## src/verilog/dar_pkg.sv

```systemverilog
package dar_pkg;

   // ****************************************************************
   // Register addresses carried in the command byte
   // ****************************************************************
   localparam logic [3:0] ADDR_COMMAND   = 4'h0;
   localparam logic [3:0] ADDR_STATUS    = 4'h0;
   localparam logic [3:0] ADDR_OPERATING = 4'h1;
   localparam logic [3:0] ADDR_PRIMARY   = 4'h2;
   localparam logic [3:0] ADDR_SECONDARY = 4'h3;
   localparam logic [3:0] ADDR_DECIMATE  = 4'h4;
   localparam logic [3:0] ADDR_EXCITE    = 4'h7;

   // ****************************************************************
   // Command byte layout
   // ****************************************************************
   localparam int CMD_WEN_BIT  = 7;
   localparam int CMD_READ_BIT = 6;

   // ****************************************************************
   // Field positions
   // ****************************************************************
   localparam int OPS_BUF_BIT    = 6;
   localparam int OPS_CHCFG_BIT  = 4;
   localparam int OPS_OSC_STOP_IN_POWERDOWN_BIT  = 3;
   localparam int PRI_LEN_BIT    = 6;
   localparam int PRI_POL_BIT    = 3;
   localparam int SEC_POL_BIT    = 3;

   // ****************************************************************
   // Writable bit masks, fixed zeros read back as zero
   // ****************************************************************
   localparam logic [7:0]  MASK_OPERATING = 8'h5F;
   localparam logic [7:0]  MASK_PRIMARY   = 8'hFF;
   localparam logic [7:0]  MASK_SECONDARY = 8'hF9;
   localparam logic [15:0] MASK_EXCITE    = 16'hDFFF;
   localparam logic [7:0]  MASK_STATUS    = 8'hFD;

   // ****************************************************************
   // Reset values
   // ****************************************************************
   localparam logic [7:0]  RST_STATUS    = 8'h00;
   localparam logic [7:0]  RST_OPERATING = 8'h00;
   localparam logic [7:0]  RST_PRIMARY   = 8'h07;
   localparam logic [7:0]  RST_SECONDARY = 8'h01;
   localparam logic [15:0] RST_EXCITE    = 16'h0000;
   localparam logic [7:0]  RST_DECIMATE  = 8'h45;

   // ****************************************************************
   // Serial framing counts
   // ****************************************************************
   localparam logic [4:0] BITS_BYTE   = 5'h08;
   localparam logic [4:0] BITS_WORD   = 5'h10;
   localparam logic [5:0] ONES_RESET  = 6'h20;

   typedef enum logic [1:0] {
      ST_CMD,
      ST_WRITE,
      ST_READ
   } dar_state_t;

endpackage

```

## src/verilog/dar_regbank.sv

```systemverilog
`timescale 1ns/1ps
module dar_regbank (
   input  wire logic        sys_clk,
   input  wire logic        reset,
   input  wire logic        sclk_pin,
   input  wire logic        din_pin,
   input  wire logic        cs_n_pin,
   output logic             dout,
   output logic             dout_oe,
   input  wire logic        primary_result_ready,
   input  wire logic        secondary_result_ready,
   input  wire logic        calibrating,
   input  wire logic        reference_missing,
   input  wire logic        primary_overrange,
   input  wire logic        secondary_overrange,
   input  wire logic        pll_locked,
   output logic [7:0]       operating_setup,
   output logic [7:0]       primary_channel_setup,
   output logic [7:0]       secondary_channel_setup,
   output logic [15:0]      excitation_port_setup,
   output logic [7:0]       averaging_word,
   output logic             result_length_sel,
   output logic             primary_bipolar,
   output logic             secondary_bipolar,
   output logic             soft_reset_pulse
);
   logic [2:0]             pins_s;
   logic                   sclk_s;
   logic                   din_s;
   logic                   cs_n_s;
   logic                   sclk_prev_q;
   logic                   rise;
   logic                   fall;
   dar_pkg::dar_state_t    state_q;
   logic [4:0]             bit_cnt_q;
   logic [15:0]            shift_in_q;
   logic [15:0]            rd_sh_q;
   logic [3:0]             addr_q;
   logic [5:0]             ones_q;
   logic                   ones_hit;
   logic [7:0]             status_q;
   logic [7:0]             cmd_byte;
   logic [15:0]            wr_word;
   logic                   last_bit;

   // ****************************************************************
   // Helpers
   // ****************************************************************
   function automatic logic [4:0] dar_len(input logic [3:0] a);
      dar_len = (a == dar_pkg::ADDR_EXCITE) ? dar_pkg::BITS_WORD
                                           : dar_pkg::BITS_BYTE;
   endfunction

   // Bytes sit in the upper half so the shift-out is MSB first
   function automatic logic [15:0] dar_read_val(input logic [3:0] a,
                                                input logic [7:0] st);
      case (a)
         dar_pkg::ADDR_STATUS:    dar_read_val = {st, 8'h00};
         dar_pkg::ADDR_OPERATING: dar_read_val = {operating_setup, 8'h00};
         dar_pkg::ADDR_PRIMARY:   dar_read_val =
                                     {primary_channel_setup, 8'h00};
         dar_pkg::ADDR_SECONDARY: dar_read_val =
                                     {secondary_channel_setup, 8'h00};
         dar_pkg::ADDR_DECIMATE:  dar_read_val = {averaging_word, 8'h00};
         dar_pkg::ADDR_EXCITE:    dar_read_val = excitation_port_setup;
         default:                 dar_read_val = 16'h0000;
      endcase
   endfunction

   // ****************************************************************
   // Pin capture
   // ****************************************************************
   // Clock and select enter inverted: a cleared stage reads as idle,
   // so leaving reset shows no false edge and no select
   dar_pin_sync #(
      .WIDTH      (3)
   ) u_sync (
      .sys_clk    (sys_clk),
      .reset      (reset),
      .pin_in     ({~sclk_pin, din_pin, ~cs_n_pin}),
      .pin_stable (pins_s)
   );

   assign sclk_s   = ~pins_s[2];
   assign din_s    = pins_s[1];
   assign cs_n_s   = ~pins_s[0];
   assign rise     = sclk_s & ~sclk_prev_q & ~cs_n_s;
   assign fall     = ~sclk_s & sclk_prev_q & ~cs_n_s;
   assign cmd_byte = {shift_in_q[6:0], din_s};
   assign wr_word  = {shift_in_q[14:0], din_s};
   assign last_bit = (bit_cnt_q == 5'(dar_len(addr_q) - 5'h01));
   assign ones_hit = rise & din_s &
                     (ones_q == 6'(dar_pkg::ONES_RESET - 6'h01));

   always_ff @(posedge sys_clk or posedge reset) begin
      if (reset) begin
         sclk_prev_q <= 1'b1;
      end else begin
         sclk_prev_q <= sclk_s;
      end
   end

   // ****************************************************************
   // Line reset by a run of ones
   // ****************************************************************
   always_ff @(posedge sys_clk or posedge reset) begin
      if (reset) begin
         ones_q           <= 6'h00;
         soft_reset_pulse <= 1'b0;
      end else begin
         soft_reset_pulse <= ones_hit;
         if (ones_hit) begin
            ones_q <= 6'h00;
         end else if (rise) begin
            ones_q <= din_s ? ones_q + 6'h01 : 6'h00;
         end
      end
   end

   // ****************************************************************
   // Status capture, live flags sampled every cycle
   // ****************************************************************
   always_ff @(posedge sys_clk or posedge reset) begin
      if (reset) begin
         status_q <= dar_pkg::RST_STATUS;
      end else begin
         status_q <= {primary_result_ready, secondary_result_ready,
                      calibrating, reference_missing,
                      primary_overrange, secondary_overrange,
                      1'b0, pll_locked} & dar_pkg::MASK_STATUS;
      end
   end

   // ****************************************************************
   // Interface sequencer
   // ****************************************************************
   always_ff @(posedge sys_clk or posedge reset) begin
      if (reset) begin
         state_q    <= dar_pkg::ST_CMD;
         bit_cnt_q  <= 5'h00;
         shift_in_q <= 16'h0000;
         addr_q     <= dar_pkg::ADDR_COMMAND;
      end else if (ones_hit) begin
         state_q    <= dar_pkg::ST_CMD;
         bit_cnt_q  <= 5'h00;
         addr_q     <= dar_pkg::ADDR_COMMAND;
      end else if (cs_n_s) begin
         // Deselect drops a partial frame but keeps the pending access
         bit_cnt_q  <= 5'h00;
      end else if (rise) begin
         shift_in_q <= wr_word;
         bit_cnt_q  <= bit_cnt_q + 5'h01;
         case (state_q)
            dar_pkg::ST_CMD: begin
               if (bit_cnt_q == 5'(dar_pkg::BITS_BYTE - 5'h01)) begin
                  bit_cnt_q <= 5'h00;
                  // A set write-enable bit means the byte is not a command
                  if (!cmd_byte[dar_pkg::CMD_WEN_BIT]) begin
                     addr_q  <= cmd_byte[3:0];
                     state_q <= cmd_byte[dar_pkg::CMD_READ_BIT]
                                ? dar_pkg::ST_READ
                                : dar_pkg::ST_WRITE;
                  end
               end
            end
            dar_pkg::ST_WRITE, dar_pkg::ST_READ: begin
               if (last_bit) begin
                  bit_cnt_q <= 5'h00;
                  state_q   <= dar_pkg::ST_CMD;
               end
            end
            default: begin
               state_q <= dar_pkg::ST_CMD;
            end
         endcase
      end
   end

   // ****************************************************************
   // Read data path, launched on falling serial clock
   // ****************************************************************
   always_ff @(posedge sys_clk or posedge reset) begin
      if (reset) begin
         rd_sh_q <= 16'h0000;
         dout    <= 1'b0;
         dout_oe <= 1'b0;
      end else begin
         dout_oe <= ~cs_n_s;
         if (rise && state_q == dar_pkg::ST_CMD &&
             bit_cnt_q == 5'(dar_pkg::BITS_BYTE - 5'h01) &&
             !cmd_byte[dar_pkg::CMD_WEN_BIT] &&
             cmd_byte[dar_pkg::CMD_READ_BIT]) begin
            rd_sh_q <= dar_read_val(cmd_byte[3:0], status_q);
         end else if (fall && state_q == dar_pkg::ST_READ) begin
            dout    <= rd_sh_q[15];
            rd_sh_q <= {rd_sh_q[14:0], 1'b0};
         end
      end
   end

   // ****************************************************************
   // Configuration registers
   // ****************************************************************
   always_ff @(posedge sys_clk or posedge reset) begin
      if (reset) begin
         operating_setup         <= dar_pkg::RST_OPERATING;
         primary_channel_setup   <= dar_pkg::RST_PRIMARY;
         secondary_channel_setup <= dar_pkg::RST_SECONDARY;
         excitation_port_setup   <= dar_pkg::RST_EXCITE;
         averaging_word          <= dar_pkg::RST_DECIMATE;
      end else if (ones_hit) begin
         operating_setup         <= dar_pkg::RST_OPERATING;
         primary_channel_setup   <= dar_pkg::RST_PRIMARY;
         secondary_channel_setup <= dar_pkg::RST_SECONDARY;
         excitation_port_setup   <= dar_pkg::RST_EXCITE;
         averaging_word          <= dar_pkg::RST_DECIMATE;
      end else if (rise && state_q == dar_pkg::ST_WRITE && last_bit &&
                   !cs_n_s) begin
         case (addr_q)
            dar_pkg::ADDR_OPERATING:
               operating_setup <= wr_word[7:0] &
                                  dar_pkg::MASK_OPERATING;
            dar_pkg::ADDR_PRIMARY:
               primary_channel_setup <= wr_word[7:0];
            dar_pkg::ADDR_SECONDARY:
               secondary_channel_setup <= wr_word[7:0] &
                                          dar_pkg::MASK_SECONDARY;
            dar_pkg::ADDR_EXCITE:
               excitation_port_setup <= wr_word &
                                        dar_pkg::MASK_EXCITE;
            // No range clamp: out-of-range words are the host's fault
            dar_pkg::ADDR_DECIMATE:
               averaging_word <= wr_word[7:0];
            default: begin
            end
         endcase
      end
   end

   // ****************************************************************
   // Decoded controls, one rate word serves both converters
   // ****************************************************************
   always_ff @(posedge sys_clk or posedge reset) begin
      if (reset) begin
         result_length_sel <= 1'b0;
         primary_bipolar   <= 1'b0;
         secondary_bipolar <= 1'b0;
      end else begin
         result_length_sel <=
            primary_channel_setup[dar_pkg::PRI_LEN_BIT];
         primary_bipolar   <=
            ~primary_channel_setup[dar_pkg::PRI_POL_BIT];
         secondary_bipolar <=
            ~secondary_channel_setup[dar_pkg::SEC_POL_BIT];
      end
   end
endmodule

```

## src/verilog/dar_pin_sync.sv

```systemverilog
`timescale 1ns/1ps
module dar_pin_sync #(
   parameter int WIDTH = 1
) (
   input  wire logic             sys_clk,
   input  wire logic             reset,
   input  wire logic [WIDTH-1:0] pin_in,
   output logic      [WIDTH-1:0] pin_stable
);
   logic [WIDTH-1:0] s1_q;
   logic [WIDTH-1:0] s2_q;
   logic [WIDTH-1:0] s3_q;

   // ****************************************************************
   // Three stages, change taken when last two agree
   // ****************************************************************
   always_ff @(posedge sys_clk or posedge reset) begin
      if (reset) begin
         s1_q       <= '0;
         s2_q       <= '0;
         s3_q       <= '0;
         pin_stable <= '0;
      end else begin
         s1_q <= pin_in;
         s2_q <= s1_q;
         s3_q <= s2_q;
         for (int i = 0; i < WIDTH; i++) begin
            if (s2_q[i] == s3_q[i]) begin
               pin_stable[i] <= s3_q[i];
            end
         end
      end
   end
endmodule

```

## config.mk

```make
export PLATFORM = sky130hd
export DESIGN_NAME = dar_regbank
export DESIGN_NICKNAME = d
export VERILOG_FILES = /design/src/verilog/dar_pkg.sv /design/src/verilog/dar_regbank.sv /design/src/verilog/dar_pin_sync.sv
export SDC_FILE = /design/constraint.sdc
export NUM_CORES = 1
export LEC_CHECK = 0
export BUFFER_PORTS_ARGS = -buffer_cell sky130_fd_sc_hd__buf_2
export CAP_MARGIN = 20
export CORE_ASPECT_RATIO = 0.8
export CORE_MARGIN = 1.5
export CORE_UTILIZATION = 45
export DETAILED_ROUTE_END_ITERATION = 12
export PLACE_DENSITY_LB_ADDON = 0.1
export SLEW_MARGIN = 20
export SYNTH_ARGS = -nofsm -noshare
export SYNTH_HDL_FRONTEND = slang
export SYNTH_SLANG_ARGS = --single-unit
```

## constraint.sdc

```tcl
create_clock -name sys_clk -period 3.4 [get_ports sys_clk]
set_clock_uncertainty 0.2 [all_clocks]
set_input_delay 0.34 -clock sys_clk [delete_from_list [all_inputs] [get_ports sys_clk]]
set_output_delay 0.34 -clock sys_clk [all_outputs]
set_load 0.05 [all_outputs]
```

==> metrics.md <==
| Metric | Value |
|---|---|
| RR Startpoint | `bit_cnt_q[0]` |
| First-pass GRT wire length | `23,500 um` |
| Share of cells above drive strength 1 | `0.223` |
| CP arrival | `between 2 and 3 ns` |
| Clock Path Buffers | `2` |
| # rows | `35` |
| Post-synthesis compound-gate area fraction | `0.147` |
| WL final | `14,500 um` |
| Syn Inst Count | `between 500 and 600` |
| Hold Path Stages | `0` |
| Max-Cap Viols | `0` |
| Final min period | `between 2 and 2.5 ns` |
| Worst min path class | `flip-flop to flip-flop` |
| Initial Utilization | `0.462` |
| Initial antenna violation count | `0` |
| Max-slew headroom | `0.456` |
| Flops & latches, synth | `around 120` |
| CTS root buffer | `clkbuf_16` |
| Post-route insts no fill | `about 740` |
| Library cells used by synthesis | `63` |
| Status | `finished clean` |
| Worst setup SP type | `flip-flop` |
| Final worst-path cycle share | `0.728` |
| Vias in the first global route | `approximately 4,200` |
| PortBufs | `60` |
| Die H | `approximately 100 um` |
| DP Wirelength | `9920 um` |
| Critical setup path kind | `flip-flop to flip-flop` |
| Setup TNS | `0 ns` |
| CTS tree | `yes` |
| N_diodes | `0` |
| Total placed cells including tap cells | `~690` |
| Async SR Flop Fraction | `1.00` |
| Static Leakage | `between 3 and 4 nW` |
| Yosys warns | `0` |
| DR WL/cell | `19.7 um` |
| Uppermost routed layer | `met4` |
| Via Count | `4,234` |
| Gpl congestion | `0.896` |
| CTS Sinks | `117` |
| Max VDD drop | `~440 uV` |
| Metal2 WL | `roughly 6400 um` |
| Worst Hold Path EP | `u_sync.s2_q[0]` |
| Die ar. | `12,500 um^2` |
| DRT iter0 DRCs | `between 300 and 400` |
| Ys flop type | `dfrtp_1` |
| Synthesized-area fraction occupied by and/or/nand/nor cells | `0.166` |
| Worst-Margin Slew | `~0.80 ns` |
| Gr ovfl total | `0` |
| Die X | `around 120 um` |
| Register area share after synthesis | `0.550` |
| TritonRoute pass-1 iters | `5` |
| DRC Markers | `0` |
| Area Growth Syn to Fin | `22.8%` |
| CP Max Fanout | `15` |
| Nets@finish | `593` |
| Io pins | `66` |
| Met3 wire length | `~1000 um` |
| Mean Syn Cell Area | `around 11 um^2` |
| Placeable Area | `11,600 um^2` |
| R2R Path End | `excitation_port_setup[10]` |
| Max Slew Vio Count | `0` |
| Vias/cell | `~5.8` |
| Multiplexer area fraction after synthesis | `0.0702` |
| Num CTS Buffers | `17` |
| Post-CTS Setup Repair Bufs | `0` |
| Worst Path Required | `approximately 3.5 ns` |
| Gr usage total | `0.246` |
| Power per cell area | `~610 nW/um^2` |
| Largest net degree at the start of global routing | `47` |
| Final setup viols | `0` |
| Max Clock Freq | `between 400 and 500 MHz` |
| Hold Startpoint | `u_sync.s1_q[0]` |
| Worst Setup End Kind | `flip-flop` |
| Filler cells | `around 1,000` |
| Crit. Startpoint | `bit_cnt_q[0]` |
| CTS resizes | `0` |
| CTS H-tree lvls | `4` |
| Clk_lat worst skew | `around 0.41 ns` |
| Synth Cell Area | `5350 um^2` |
| Fin. Hold Viols | `0` |
| Worst-path clk slew | `roughly 0.05 ns` |
| Unrepaired setup endpoints after global routing | `no` |
| Xor/xnor share of the synthesized area | `0.00492` |
| Post-route ant nets | `0` |
| R2R Setup Slk | `between 0.9 and 1 ns` |
| R2R cell count | `5` |
| Main combinational cell family by area after synthesis | `simple AND/OR/NAND/NOR gates` |
| Met1 WL | `around 7000 um` |
| Post-synth EDFFs | `0` |
| Adder-Cell Fraction of Synth Area | `0.0197` |
## metal layers
metal / global-route usage / vias to the layer above
met2: 0.366 / 152
met4: 0.0883 / 0
li1: - / 1934
met1: 0.353 / 2128
met3: 0.0621 / 20
met5: 0 / -
## cell type report
cell class,count,area [um^2],share of cell area
flip-flops and latches,117,2940,0.448
clock buffers,20,447,0.0681
multi-input cells,341,2200,0.335
well taps,148,185,0.0282
repair buffers,85,541,0.0824
clock inverters,12,201,0.0307
inverters,13,52.6,0.00801
## synth_stat cells (all sizes together), types with 3 or more instances
cell type,number,share of area
a21oi,21,0.022
clkbuf,14,0.0098
dfrtp,109,0.51
a221oi,3,0.0049
and4b,3,0.0056
nor2b,4,0.0047
o21ai,31,0.029
buf,20,0.023
a31o,3,0.0049
a22oi,22,0.031
a22o,6,0.0098
nor2,31,0.023
a21o,4,0.0056
xor2,3,0.0049
inv,12,0.0084
nand2,79,0.055
mux2i,33,0.062
ha,6,0.014
mux2,4,0.0084
nand4,7,0.012
nor3,3,0.0028
dfstp,8,0.039
nand3,21,0.020
and3,4,0.0047
maj3,3,0.0056
and3b,4,0.0066
nor4bb,4,0.0075
## sequential cells by signal, summed over array words and instances, names as in the netlist, 4 cells and up
name / flops
addr_q: 4
averaging_word: 8
bit_cnt_q: 5
excitation_port_setup: 15
ones_q: 6
operating_setup: 6
primary_channel_setup: 8
rd_sh_q: 16
secondary_channel_setup: 6
shift_in_q: 15
status_q: 7
## cell usage in the layout, fill, tap and decap left out, types with 5 or more instances in the layout
master         instances
a21oi_1               20
a22o_1                 6
a22oi_1               22
buf_2                 60
buf_4                 12
bufinv_16              5
clkbuf_16             17
conb_1                 5
dfrtp_1              109
dfstp_2                8
dlygate4sd3_1         11
ha_1                   6
inv_1                 11
mux2i_1               33
nand2_1               79
nand3_1               21
nor2_1                30
o21ai_0               25
o21ai_1                6
## per-stage QoR
| step | hold slack, ns | power, W | setup WS (ns) | utilization | cell area (um^2) |
|---|---|---|---|---|---|
| 3_5_place_dp | 0.146 | 0.00205 | 0.987 | 0.500 | 5780 |
| 4_1_cts | 0.153 | 0.00403 | 0.983 | 0.566 | 6540 |
| 6_report | 0.151 | 0.00402 | 0.924 | 0.568 | 6560 |
| 5_1_grt | 0.165 | 0.00417 | 0.754 | 0.568 | 6560 |
| 3_3_place_gp | 0.136 | 0.00204 | 1.05 | 0.500 | 5780 |
| 2_1_floorplan | 0.131 | 0.00188 | 1.44 | - | 5360 |
## kinds of logic after synthesis
family                     after synthesis
AOI/OAI and AO/OA                      113
xor gates and xnor gates                 3
buffers and inverters                   47
adders and majority gates                9
DFF                                    117
other                                    1
and+or+nand+nor                        174
muxes                                   37
## what timing repair did
item | in CTS | in global routing
hold buffers | 11 | 0
hold endpoints to repair | 49 | 0
setup endpoints to repair | 0 | 0
## power by group
| part | internal [W] | total (W) | switching [W] |
|---|---|---|---|
| clock network | 0.00132 | 0.00197 | 0.000645 |
| registers | 0.00147 | 0.00163 | 0.000164 |
| logic | 0.000159 | 0.000418 | 0.000259 |
## critical path, stage by stage, from the launching register on
cell and delay (ns):
dfrtp_1 0.38, ha_1 0.30, and3b_1 0.39, nand4_1 0.57
o21ai_0 0.41, a21oi_1 0.10
## worst max-delay path by stage
stage / end / cells past startpoint
6_report: excitation_port_setup[10] / 5
5_1_grt: excitation_port_setup[3] / 5
4_1_cts: excitation_port_setup[10] / 5
3_5_place_dp: excitation_port_setup[10] / 5
3_3_place_gp: excitation_port_setup[12] / 5
2_1_floorplan: addr_q[0] / 1
Note: power is estimated with default switching activity, not from simulation.
